===== src/core/opmc_pkg.sv =====
// Purpose: shared constants and types for the operating mode controller
// Assumes: single bus clock, 10 MHz
// Notes: command class codes are a local encoding of decoded debug commands
package opmc_pkg;

  // operating modes
  typedef enum logic [1:0] {
    OPMC_RUN,
    OPMC_BDM,
    OPMC_WAIT
  } opmc_mode_t;

  // decoded debug command kinds, as handed over by the serial receiver
  typedef enum logic [3:0] {
    OPMC_CMD_NONE,
    OPMC_CMD_MEM,
    OPMC_CMD_MEM_STAT,
    OPMC_CMD_DBGREG,
    OPMC_CMD_BACKGROUND,
    OPMC_CMD_CPUREG,
    OPMC_CMD_STEP,
    OPMC_CMD_GO
  } opmc_cmd_t;

  localparam logic [15:0] OPMC_RESET_VEC_HI = 16'hfffe;
  localparam logic [15:0] OPMC_RESET_VEC_LO = 16'hffff;
  localparam int unsigned OPMC_BIT_CYCLES = 16;
  localparam int unsigned OPMC_BIT_CNT_W = 4;
  localparam logic OPMC_PIN_RESET_DEBUG = 1'b1;
  localparam logic [1:0] OPMC_ERR_NONE = 2'h0;
  localparam logic [1:0] OPMC_ERR_STOPWAIT = 2'h1;
  localparam logic [1:0] OPMC_ERR_REJECT = 2'h2;

endpackage


===== src/core/opmc_strap.sv =====
// Purpose: catch the mode-select pin level at reset release
// Assumes: pin already synchronous to i_mclk
// Notes: captured by a clocked process, never loaded from the async reset
module opmc_strap
  import opmc_pkg::*;
(
  // clock and reset
  input wire logic i_mclk,
  input wire logic i_rst_n,
  input wire logic i_ce,
  // pin
  input wire logic i_mode_sel,
  // result
  output logic o_valid,
  output logic o_debug
);

  logic taken_q;
  logic taken_d;
  logic debug_q;
  logic debug_d;

  always_comb
  begin
    taken_d = taken_q;
    debug_d = debug_q;
    if (!taken_q)
    begin
      taken_d = 1'b1;
      debug_d = ~i_mode_sel;
    end
  end

  always_ff @(posedge i_mclk or negedge i_rst_n)
  begin
    if (!i_rst_n)
    begin
      taken_q <= 1'b0;
      debug_q <= 1'b0;
    end
    else if (i_ce)
    begin
      taken_q <= taken_d;
      debug_q <= debug_d;
    end
  end

  assign o_valid = taken_q;
  assign o_debug = debug_q;

endmodule


===== src/core/opmc_bittimer.sv =====
// Purpose: bit-time strobe for the single-wire debug link
// Assumes: debug controller clock equals i_mclk
// Notes: restarts on i_sync so bit edges line up with the link
module opmc_bittimer
  import opmc_pkg::*;
#(
  parameter int unsigned BIT_CYCLES = OPMC_BIT_CYCLES
)
(
  // clock and reset
  input wire logic i_mclk,
  input wire logic i_rst_n,
  input wire logic i_ce,
  // control
  input wire logic i_sync,
  // strobe
  output logic o_bit_tick
);

  localparam int unsigned W = $clog2(BIT_CYCLES);
  localparam logic [W-1:0] LAST = W'(BIT_CYCLES - 1);

  logic [W-1:0] cnt_q;
  logic [W-1:0] cnt_d;
  logic tick_q;
  logic tick_d;

  always_comb
  begin
    cnt_d = cnt_q + W'(1);
    tick_d = 1'b0;
    if (i_sync)
    begin
      cnt_d = '0;
    end
    else if (cnt_q == LAST)
    begin
      cnt_d = '0;
      tick_d = 1'b1;
    end
  end

  always_ff @(posedge i_mclk or negedge i_rst_n)
  begin
    if (!i_rst_n)
    begin
      cnt_q <= '0;
      tick_q <= 1'b0;
    end
    else if (i_ce)
    begin
      cnt_q <= cnt_d;
      tick_q <= tick_d;
    end
  end

  assign o_bit_tick = tick_q;

endmodule


===== src/core/opmc_core.sv =====
// Purpose: processor operating mode controller (run, debug halt, wait)
// Assumes: debug commands arrive decoded, one-cycle strobe with a kind code
// Notes: stop modes and the serial framing itself live elsewhere
//
// What this block does
// reset release with mode-select pin high enters run mode
// run after reset starts at the vector fetched from fffe:ffff
// pin low at reset release enters debug halt mode instead
// a BACKGROUND command over the debug wire enters debug halt
// the halt-to-debug instruction enters debug halt
// a breakpoint from debug controller or trace module enters debug halt
// in debug halt the cpu stays suspended awaiting commands
// non-intrusive commands run in both run and debug halt modes
// non-intrusive: memory, memory with status, controller registers, BACKGROUND
// halt-only commands execute only in debug halt, never in run
// halt-only: cpu register access, single step, resume to application
// the wait instruction gates the cpu clock off
// entering wait clears the interrupt mask flag
// an interrupt in wait wakes the cpu into interrupt stacking
// in wait only BACKGROUND and memory-with-status are honoured
// memory-with-status in wait does no access and reports stop/wait error
// BACKGROUND in wait wakes into debug halt
// one debug bit time is 16 debug controller clocks
// after any reset the shared port pin serves as mode select
// current mode is held in a state register, seeded by the strap
module opmc_core
  import opmc_pkg::*;
#(
  parameter int unsigned BIT_CYCLES = OPMC_BIT_CYCLES
)
(
  // clock, reset, enable
  input wire logic i_mclk,
  input wire logic i_rst_n,
  input wire logic i_ce,
  // shared pin as seen by the core
  input wire logic i_mode_sel,
  input wire logic i_link_sync,
  // cpu events
  input wire logic i_halt_insn,
  input wire logic i_wait_insn,
  input wire logic i_irq,
  input wire logic i_step_done,
  input wire logic i_brk_dbgctl,
  input wire logic i_brk_trace,
  // decoded debug command
  input wire logic i_cmd_valid,
  input wire opmc_cmd_t i_cmd,
  // cpu control
  output opmc_mode_t o_mode,
  output logic o_cpu_run,
  output logic o_cpu_clk_en,
  output logic o_fetch_reset_vec,
  output logic [15:0] o_vec_addr_hi,
  output logic [15:0] o_vec_addr_lo,
  output logic o_clr_int_mask,
  output logic o_irq_stack,
  // debug command execution
  output logic o_cmd_exec,
  output opmc_cmd_t o_cmd_exec_kind,
  output logic o_cmd_done,
  output logic [1:0] o_cmd_err,
  // pin function and link timing
  output logic o_pin_debug_fn,
  output logic o_bit_tick
);

  logic strap_valid;
  logic strap_debug;
  logic tick;

  opmc_strap opmc_strap_i (
    .i_mclk(i_mclk),
    .i_rst_n(i_rst_n),
    .i_ce(i_ce),
    .i_mode_sel(i_mode_sel),
    .o_valid(strap_valid),
    .o_debug(strap_debug)
  );

  opmc_bittimer #(
    .BIT_CYCLES(BIT_CYCLES)
  ) opmc_bittimer_i (
    .i_mclk(i_mclk),
    .i_rst_n(i_rst_n),
    .i_ce(i_ce),
    .i_sync(i_link_sync),
    .o_bit_tick(tick)
  );

  // mode state
  typedef enum logic [2:0] {
    OPMC_S_STRAP,
    OPMC_S_RUN,
    OPMC_S_BDM,
    OPMC_S_STEP,
    OPMC_S_WAIT
  } opmc_state_t;

  opmc_state_t state_q;
  opmc_state_t state_d;
  logic strap_seen_q;
  logic strap_seen_d;

  // registered outputs
  opmc_mode_t mode_q;
  opmc_mode_t mode_d;
  logic run_q;
  logic run_d;
  logic clk_en_q;
  logic clk_en_d;
  logic fetch_q;
  logic fetch_d;
  logic clr_mask_q;
  logic clr_mask_d;
  logic stack_q;
  logic stack_d;
  logic exec_q;
  logic exec_d;
  opmc_cmd_t kind_q;
  opmc_cmd_t kind_d;
  logic done_q;
  logic done_d;
  logic [1:0] err_q;
  logic [1:0] err_d;
  logic pin_fn_q;
  logic tick_q;
  // vector pointers kept in flops so every output is registered
  logic [15:0] vec_hi_q;
  logic [15:0] vec_lo_q;

  // command classes
  logic cmd_nonintr;
  logic cmd_haltonly;
  logic enter_bdm_evt;

  always_comb
  begin
    cmd_nonintr = (i_cmd == OPMC_CMD_MEM) || (i_cmd == OPMC_CMD_MEM_STAT) ||
      (i_cmd == OPMC_CMD_DBGREG) || (i_cmd == OPMC_CMD_BACKGROUND);
    cmd_haltonly = (i_cmd == OPMC_CMD_CPUREG) || (i_cmd == OPMC_CMD_STEP) ||
      (i_cmd == OPMC_CMD_GO);
    enter_bdm_evt = i_halt_insn || i_brk_dbgctl || i_brk_trace;
  end

  always_comb
  begin
    state_d = state_q;
    strap_seen_d = strap_seen_q;
    fetch_d = 1'b0;
    clr_mask_d = 1'b0;
    stack_d = 1'b0;
    exec_d = 1'b0;
    kind_d = OPMC_CMD_NONE;
    done_d = 1'b0;
    err_d = OPMC_ERR_NONE;
    case (state_q)
      OPMC_S_STRAP:
      begin
        // wait one cycle so the strap flop holds the released-reset level
        if (strap_valid && !strap_seen_q)
        begin
          strap_seen_d = 1'b1;
        end
        else if (strap_seen_q)
        begin
          if (strap_debug)
          begin
            state_d = OPMC_S_BDM;
          end
          else
          begin
            state_d = OPMC_S_RUN;
            fetch_d = 1'b1;
          end
        end
      end
      OPMC_S_RUN:
      begin
        if (i_cmd_valid && cmd_nonintr)
        begin
          exec_d = 1'b1;
          kind_d = i_cmd;
          done_d = 1'b1;
        end
        else if (i_cmd_valid)
        begin
          done_d = 1'b1;
          err_d = OPMC_ERR_REJECT;
        end
        if (i_cmd_valid && i_cmd == OPMC_CMD_BACKGROUND)
        begin
          state_d = OPMC_S_BDM;
        end
        else if (enter_bdm_evt)
        begin
          state_d = OPMC_S_BDM;
        end
        else if (i_wait_insn)
        begin
          state_d = OPMC_S_WAIT;
          clr_mask_d = 1'b1;
        end
      end
      OPMC_S_BDM:
      begin
        // cpu stays suspended; only commands move things here
        if (i_cmd_valid && (cmd_nonintr || cmd_haltonly))
        begin
          exec_d = 1'b1;
          kind_d = i_cmd;
          done_d = 1'b1;
          if (i_cmd == OPMC_CMD_GO)
          begin
            state_d = OPMC_S_RUN;
          end
          else if (i_cmd == OPMC_CMD_STEP)
          begin
            state_d = OPMC_S_STEP;
          end
        end
        else if (i_cmd_valid)
        begin
          done_d = 1'b1;
          err_d = OPMC_ERR_REJECT;
        end
      end
      OPMC_S_STEP:
      begin
        // one instruction runs, then back to the halt
        // the host still gets an answer while the stepped instruction runs
        if (i_cmd_valid && cmd_nonintr)
        begin
          exec_d = 1'b1;
          kind_d = i_cmd;
          done_d = 1'b1;
        end
        else if (i_cmd_valid)
        begin
          done_d = 1'b1;
          err_d = OPMC_ERR_REJECT;
        end
        if (i_step_done)
        begin
          state_d = OPMC_S_BDM;
        end
      end
      OPMC_S_WAIT:
      begin
        if (i_cmd_valid && i_cmd == OPMC_CMD_BACKGROUND)
        begin
          exec_d = 1'b1;
          kind_d = i_cmd;
          done_d = 1'b1;
          state_d = OPMC_S_BDM;
        end
        else if (i_cmd_valid && i_cmd == OPMC_CMD_MEM_STAT)
        begin
          // no memory access is launched, only an error reply
          done_d = 1'b1;
          err_d = OPMC_ERR_STOPWAIT;
        end
        else if (i_cmd_valid)
        begin
          done_d = 1'b1;
          err_d = OPMC_ERR_REJECT;
        end
        // debug wake has priority over an interrupt in the same cycle
        if (!(i_cmd_valid && i_cmd == OPMC_CMD_BACKGROUND) && i_irq)
        begin
          state_d = OPMC_S_RUN;
          stack_d = 1'b1;
        end
      end
      default:
      begin
        state_d = OPMC_S_STRAP;
      end
    endcase
  end

  always_comb
  begin
    case (state_d)
      OPMC_S_RUN:
      begin
        mode_d = OPMC_RUN;
        run_d = 1'b1;
        clk_en_d = 1'b1;
      end
      OPMC_S_STEP:
      begin
        mode_d = OPMC_BDM;
        run_d = 1'b1;
        clk_en_d = 1'b1;
      end
      OPMC_S_WAIT:
      begin
        mode_d = OPMC_WAIT;
        run_d = 1'b0;
        clk_en_d = 1'b0;
      end
      default:
      begin
        mode_d = OPMC_BDM;
        run_d = 1'b0;
        clk_en_d = 1'b1;
      end
    endcase
  end

  always_ff @(posedge i_mclk or negedge i_rst_n)
  begin
    if (!i_rst_n)
    begin
      state_q <= OPMC_S_STRAP;
      strap_seen_q <= 1'b0;
      mode_q <= OPMC_BDM;
      run_q <= 1'b0;
      clk_en_q <= 1'b1;
      fetch_q <= 1'b0;
      clr_mask_q <= 1'b0;
      stack_q <= 1'b0;
      exec_q <= 1'b0;
      kind_q <= OPMC_CMD_NONE;
      done_q <= 1'b0;
      err_q <= OPMC_ERR_NONE;
      pin_fn_q <= OPMC_PIN_RESET_DEBUG;
      tick_q <= 1'b0;
      vec_hi_q <= OPMC_RESET_VEC_HI;
      vec_lo_q <= OPMC_RESET_VEC_LO;
    end
    else if (i_ce)
    begin
      state_q <= state_d;
      strap_seen_q <= strap_seen_d;
      mode_q <= mode_d;
      run_q <= run_d;
      clk_en_q <= clk_en_d;
      fetch_q <= fetch_d;
      clr_mask_q <= clr_mask_d;
      stack_q <= stack_d;
      exec_q <= exec_d;
      kind_q <= kind_d;
      done_q <= done_d;
      err_q <= err_d;
      pin_fn_q <= OPMC_PIN_RESET_DEBUG;
      tick_q <= tick;
      vec_hi_q <= OPMC_RESET_VEC_HI;
      vec_lo_q <= OPMC_RESET_VEC_LO;
    end
  end

  assign o_mode = mode_q;
  assign o_cpu_run = run_q;
  assign o_cpu_clk_en = clk_en_q;
  assign o_fetch_reset_vec = fetch_q;
  assign o_vec_addr_hi = vec_hi_q;
  assign o_vec_addr_lo = vec_lo_q;
  assign o_clr_int_mask = clr_mask_q;
  assign o_irq_stack = stack_q;
  assign o_cmd_exec = exec_q;
  assign o_cmd_exec_kind = kind_q;
  assign o_cmd_done = done_q;
  assign o_cmd_err = err_q;
  assign o_pin_debug_fn = pin_fn_q;
  assign o_bit_tick = tick_q;

endmodule


===== config.mk =====
export PLATFORM = sky130hd
export DESIGN_NAME = opmc_core
export DESIGN_NICKNAME = d
export VERILOG_FILES = /design/src/core/opmc_pkg.sv /design/src/core/opmc_strap.sv /design/src/core/opmc_bittimer.sv /design/src/core/opmc_core.sv
export SDC_FILE = /design/constraint.sdc
export NUM_CORES = 1
export LEC_CHECK = 0
export BUFFER_PORTS_ARGS = -buffer_cell sky130_fd_sc_hd__buf_4
export CORE_AREA = 2 2 66 81
export DETAILED_ROUTE_END_ITERATION = 6
export DIE_AREA = 0 0 68 83
export PLACE_DENSITY_LB_ADDON = 0.3
export SLEW_MARGIN = 20
export SYNTH_ARGS = -nofsm -noshare
export SYNTH_HDL_FRONTEND = slang
export SYNTH_SLANG_ARGS = --single-unit

===== constraint.sdc =====
create_clock -name i_mclk -period 1.55 [get_ports i_mclk]
set_input_delay 0.155 -clock i_mclk [delete_from_list [all_inputs] [get_ports i_mclk]]
set_output_delay 0.155 -clock i_mclk [all_outputs]
set_load 0.05 [all_outputs]

# Yosys cells after proc, flatten, opt, wreduce, memory -nomap -nowiden
# Cells that the tools add are included.
# totals
reg_bits,27
in_bits,16
output_inout_bits,49
wordCells,106
# op_classes
add_sub_neg,1
eq_ne,15
mux,50
bitwise_logic,2
reduce_logical,21
# op_table
op,count
2-to-1 mux 3 bit,11
2-to-1 mux 1 bit,22
2-to-1 mux 4 bit,5
"== test 4 x 3 -> 1 bit, second input constant",4
one-hot mux 3 bit (5 select lines),1
2-to-1 mux 2 bit,6
one-hot mux 4 bit (3 select lines),1
"== test 3 x 2 -> 1 bit, second input constant",3
"== test 4 x 2 -> 1 bit, second input constant",2
logical OR 1 bit,8
"== test 3 x 1 -> 1 bit, second input constant",2
"== test 3 bit, second input constant",2
logical AND 1 bit,6
one-hot mux 1 bit (3 select lines),2
one-hot mux 2 bit (3 select lines),1
"adder 4 x 1 -> 4 bit, second input constant",1
"== test 4 x 1 -> 1 bit, second input constant",1
"== test 4 bit, second input constant",1
one-hot mux 2 bit (2 select lines),1
OR reduction 2 bit,2
zero test 3 bit,1
AND reduction 3 bit,1
zero test 1 bit,2
NOT 1 bit,2
AND reduction 2 bit,1

# Longest topological paths before layout
# depth
ltp_word,11
mapped_depth,5
mapped_depth_nobuf,5

# Modules after synthesis
# A second synthesis with hierarchy kept.
# hier_totals
hier_cells,180
hier_area_um2,1677.9
# modules_own_cells
module,instances,cells_per_inst,area_per_inst_um2,seq_area_each_um2
opmc_core,1,148,1333.8,503.0
opmc_bittimer,1,26,260.2,125.1
opmc_strap,1,6,83.8,50.0

# Worst setup path before layout
# OpenSTA, ideal clock, no wires.
# synth_path
path_type,reg2reg
startpoint,reg state_q[0]
endpoint,reg mode_q[0] (netlist: o_mode[0])
setup_time_ns,0.080
t_arrival_ns,1.341
required_ns,1.470
path_slack_ns,0.130
stages_incl_launch_ff,6
path_buffers,0
synth_period_minus_slack_ns,1.420
path_cell_list,dfrtp_1 -> inv_2 -> nor4b_2 -> and4b_4 -> or3b_4 -> o221ai_2
# synth_between
elab_chain_cells,6
elab_cells_between_ends,20
cone_classes,eq/ne: 6; mux: 13; reduce/logical: 1
# synth_rtl
element,line,source
from (decl),opmc_core.sv:100,opmc_state_t state_q;
from (signal assigned),opmc_core.sv:335,state_q <= state_d;
2-to-1 mux 3 bit (on tied branches),"opmc_core.sv:217, opmc_core.sv:199",
2-to-1 mux 3 bit (on tied branches),"opmc_core.sv:213, opmc_core.sv:195",
2-to-1 mux 3 bit (on tied branches),"opmc_core.sv:208, opmc_core.sv:191",
one-hot mux 3 bit (5 select lines) *,opmc_core.sv:157,case (state_q)
== test 3 bit / == test 3 x 1 -> 1 bit (equally long branches),opmc_core.sv:284,case (state_d)
one-hot mux 2 bit (2 select lines) *,opmc_core.sv:284,
to (signal assigned),opmc_core.sv:337,mode_q <= mode_d;
to (decl),opmc_core.sv:106,opmc_mode_t mode_q;
# Every way passes the cells marked *; elsewhere a longest branch is shown, timed or not.
# A chain may end at the register's enable or synchronous reset.

# Final worst setup path
# layout_path
startpoint,reg state_q[0]
endpoint,reg mode_q[1] (netlist: o_mode[1])
# Same word-level chain as after synthesis.

==> results.tsv <==
metric	value	unit
run status	finished clean	
DRC violations left	0	
Startpoint Class	register	
area inside the core boundary	4835	um2
GRT Total Usage	0.1248	
Final Cycle Share	0.9610	
Net Sw Power	0.0008010	W
cells after synthesis	179	
row count	28	
count of input and output buffers	31	
maximum VDD drop	0.5412	mV
clk sinks	27	
share of power burned in combinational logic	0.382	
antenna violation net count after detailed routing	0	
Wirelength per Cell	12.20	um
number of stages on the worst hold path	2	
1st-pass router iterations	4	
I/O pin count	65	
nets	237	
count of final hold-check violations	0	
maximum number of pins on one net before global-route repair	31	
start point of the worst min-delay path	i_mode_sel	
WHS	0.06299	ns
area fraction of the dominant cell type after synthesis	0.3768	
Hold Path End	opmc_strap_i.o_debug	
final core utilization	0.4081	
Num CTS Buffers	3	
vias in the first global route	1186	
horizontal die dimension	68	um
number of flops mapped to enable cells by yosys	0	
part of the Yosys area used for sequential elements	0.4084	
cells taking the most area after synthesis	sky130_fd_sc_hd__dfrtp_1, sky130_fd_sc_hd__buf_4, sky130_fd_sc_hd__o21ai_0, sky130_fd_sc_hd__inv_1, sky130_fd_sc_hd__dfstp_2	
Reg-to-Reg End	o_mode[1]	
ys flop type	sky130_fd_sc_hd__dfrtp_1	
TritonCTS clock tree	done	
Reg power frac	0.421	
FF-to-FF Start	state_q[0]	
Pwr per Cell Area	1015	nW/um2
Die ar.	5644	um2
synthesized cell area	1660	um2
fraction of registers with async set or reset after synthesis	1.000	
share of power burned in the clock network	0.197	
type of the worst min-delay path	primary input to register	
area growth from synthesis to final layout	18.84	%
Synth top cells by count	sky130_fd_sc_hd__buf_4, sky130_fd_sc_hd__dfrtp_1, sky130_fd_sc_hd__inv_1	
Die Span Y	83	um
WP data arrival	1.65	ns
count leader, synth	sky130_fd_sc_hd__buf_4	
number of antenna violations at the first check in global routing	0	
setup slack of the most critical reg-to-reg path	0.06	ns
critical path capture point type	register	
Routed WL	3404	um
share of final-layout standard cells stronger than drive strength 1	0.3014	
GPL Wtd Cong	0.8520	
cell type contributing the most total cell area after synthesis	sky130_fd_sc_hd__dfrtp_1	
static leakage power	0.9560	nW
total number of H-tree levels	1	
Crit Path Class	register to register	
final count of pins violating max slew	0	
Max Fclk	671.4	MHz
average via count per standard cell	4.599	
internal power consumption	0.001201	W
CP required	1.71	ns
Max-cap violations	0	
global-route wire length before repair	5568	um
later-pin clock latency in the skew report	0.27	ns
global-route congestion overflow total	0	
number of synthesis warnings	0	
Unique masters post-synth	46	
antenna cells	0	
Register-to-Register Path Depth	6	
time the final worst path needs with I/O delays and setup	1.490	ns
setup total negative slack	0	ns
HPWL after detailed placement	2587	um
clock tree buffer depth	2	
number of flip-flops and latches in the synthesized netlist	27	
vias after detailed routing	1283	
switch share	0.4001	
initial DRC count	89	
largest clock skew in the final design	0.005363	ns
CTS Root Cell	sky130_fd_sc_hd__clkbuf_8	
setup violation total in the final timing report	0	
per-instance average area after synthesis	9.276	um2
final total power	0.002002	W
Clk pin slew, worst setup/hold paths	0.09	ns
initial standard-cell utilization of the core	0.3434	
highest fanout seen on the critical path	3	
stage by stage:
stage / setup WS, ns / std cells / cell area (um2)
after CTS: 0.01597 / 278 / 1949
after detailed placement: 0.02116 / 273 / 1893
after floorplan: 0.1295 / 210 / 1777
after global placement: 0.04670 / 273 / 1893
after global routing: -0.009757 / 279 / 1973
final: 0.06049 / 279 / 1973
worst max-delay path, stage by stage, from the launching register on:
cell and delay, ns:
sky130_fd_sc_hd__dfrtp_1 0.41, sky130_fd_sc_hd__inv_2 0.09, sky130_fd_sc_hd__nor4b_4 0.05, sky130_fd_sc_hd__buf_4 0.14, sky130_fd_sc_hd__and4b_4 0.20, sky130_fd_sc_hd__or3b_4 0.39, sky130_fd_sc_hd__o21a_1 0.11
worst max-delay path by stage:
stage	start	endpoint	slack (ns)
floorplan	state_q[0]	o_mode[0]	0.13
global placement	i_cmd[3]	o_mode[0]	0.05
detailed placement	i_cmd[3]	o_mode[0]	0.02
CTS	state_q[0]	o_mode[0]	0.02
global route	state_q[0]	o_mode[0]	-0.01
finish	state_q[0]	o_mode[1]	0.06
flip-flops by register name, summed over array words and instances (netlist names):
name / count
strap_seen_q: 1
o_cmd_exec: 1
state_q: 3
o_irq_stack: 1
o_bit_tick: 1
opmc_bittimer_i.cnt_q: 4
o_cmd_err: 2
o_cmd_done: 1
o_fetch_reset_vec: 1
o_cmd_exec_kind: 4
o_cpu_run: 1
o_clr_int_mask: 1
o_mode: 2
opmc_strap_i.o_valid: 1
o_cpu_clk_en: 1
opmc_bittimer_i.o_bit_tick: 1
opmc_strap_i.o_debug: 1
per-layer routing:
| layer | up-vias | GRT usage | routed length (um) |
|---|---|---|---|
| met2 | 43 | 0.1986 | 1668 |
| met3 | 4 | 0.02033 | 203 |
| met1 | 606 | 0.1697 | 1490 |
| met5 | - | 0 | 0 |
| met4 | 0 | 0.04000 | 42 |
| li1 | 630 | - | - |
cell type report:
cell class / instances / area (um2)
clock buffer: 3 / 41.29
clock inverter: 1 / 5.005
fill: 503 / 2861
multi-input combinational: 128 / 782.0
inverter: 17 / 63.81
sequential: 27 / 680.7
timing repair buffer: 43 / 325.3
tap: 60 / 75.07
cells in the final DEF (no fill, tap or decap), types with 2 or more instances in the layout:
master                      n
sky130_fd_sc_hd__nor2b_1    4
sky130_fd_sc_hd__buf_4     42
sky130_fd_sc_hd__a21oi_1    6
sky130_fd_sc_hd__a32oi_1    2
sky130_fd_sc_hd__o21ai_0   14
sky130_fd_sc_hd__nand3_1    3
sky130_fd_sc_hd__conb_1    33
sky130_fd_sc_hd__dfrtp_1   23
sky130_fd_sc_hd__nor3_1     3
sky130_fd_sc_hd__mux2_2     3
sky130_fd_sc_hd__o21a_1     3
sky130_fd_sc_hd__dfstp_2    2
sky130_fd_sc_hd__nand2_1    8
sky130_fd_sc_hd__dfrtp_2    2
sky130_fd_sc_hd__nor2_1    10
sky130_fd_sc_hd__nand4_1    3
sky130_fd_sc_hd__o22ai_1    6
sky130_fd_sc_hd__mux2i_1    2
sky130_fd_sc_hd__clkbuf_8   3
sky130_fd_sc_hd__nand3b_1   3
sky130_fd_sc_hd__inv_1     16
kinds of logic after synthesis:
group	share of synthesized area
adders and majority gates	0.007535
other	0.004523
xor gates and xnor gates	0.005276
and+or+nand+nor	0.1794
DFF	0.4084
muxes	0.03240
AOI/OAI and AO/OA	0.1635
buffers and inverters	0.1989
power by group through the flow:
| stage | clock, W | combinational, W | sequential (W) |
|---|---|---|---|
| final | 0.000395 | 0.000764 | 0.000842 |
| after global routing | 0.000452 | 0.000827 | 0.000855 |
| after CTS | 0.000418 | 0.000747 | 0.000840 |
| after detailed placement | 0 | 0.000743 | 0.000853 |
| after global placement | 0 | 0.000741 | 0.000854 |
| after floorplan | 0 | 0.000453 | 0.000978 |
timing repair:
action                                 CTS  global route
setup endpoints to repair                0             6
hold buffers                             1             0
resized for setup                        0             4
endpoints found under the hold margin   25             0
setup buffers                            0             1
Note: power is estimated with default switching activity, not from simulation.
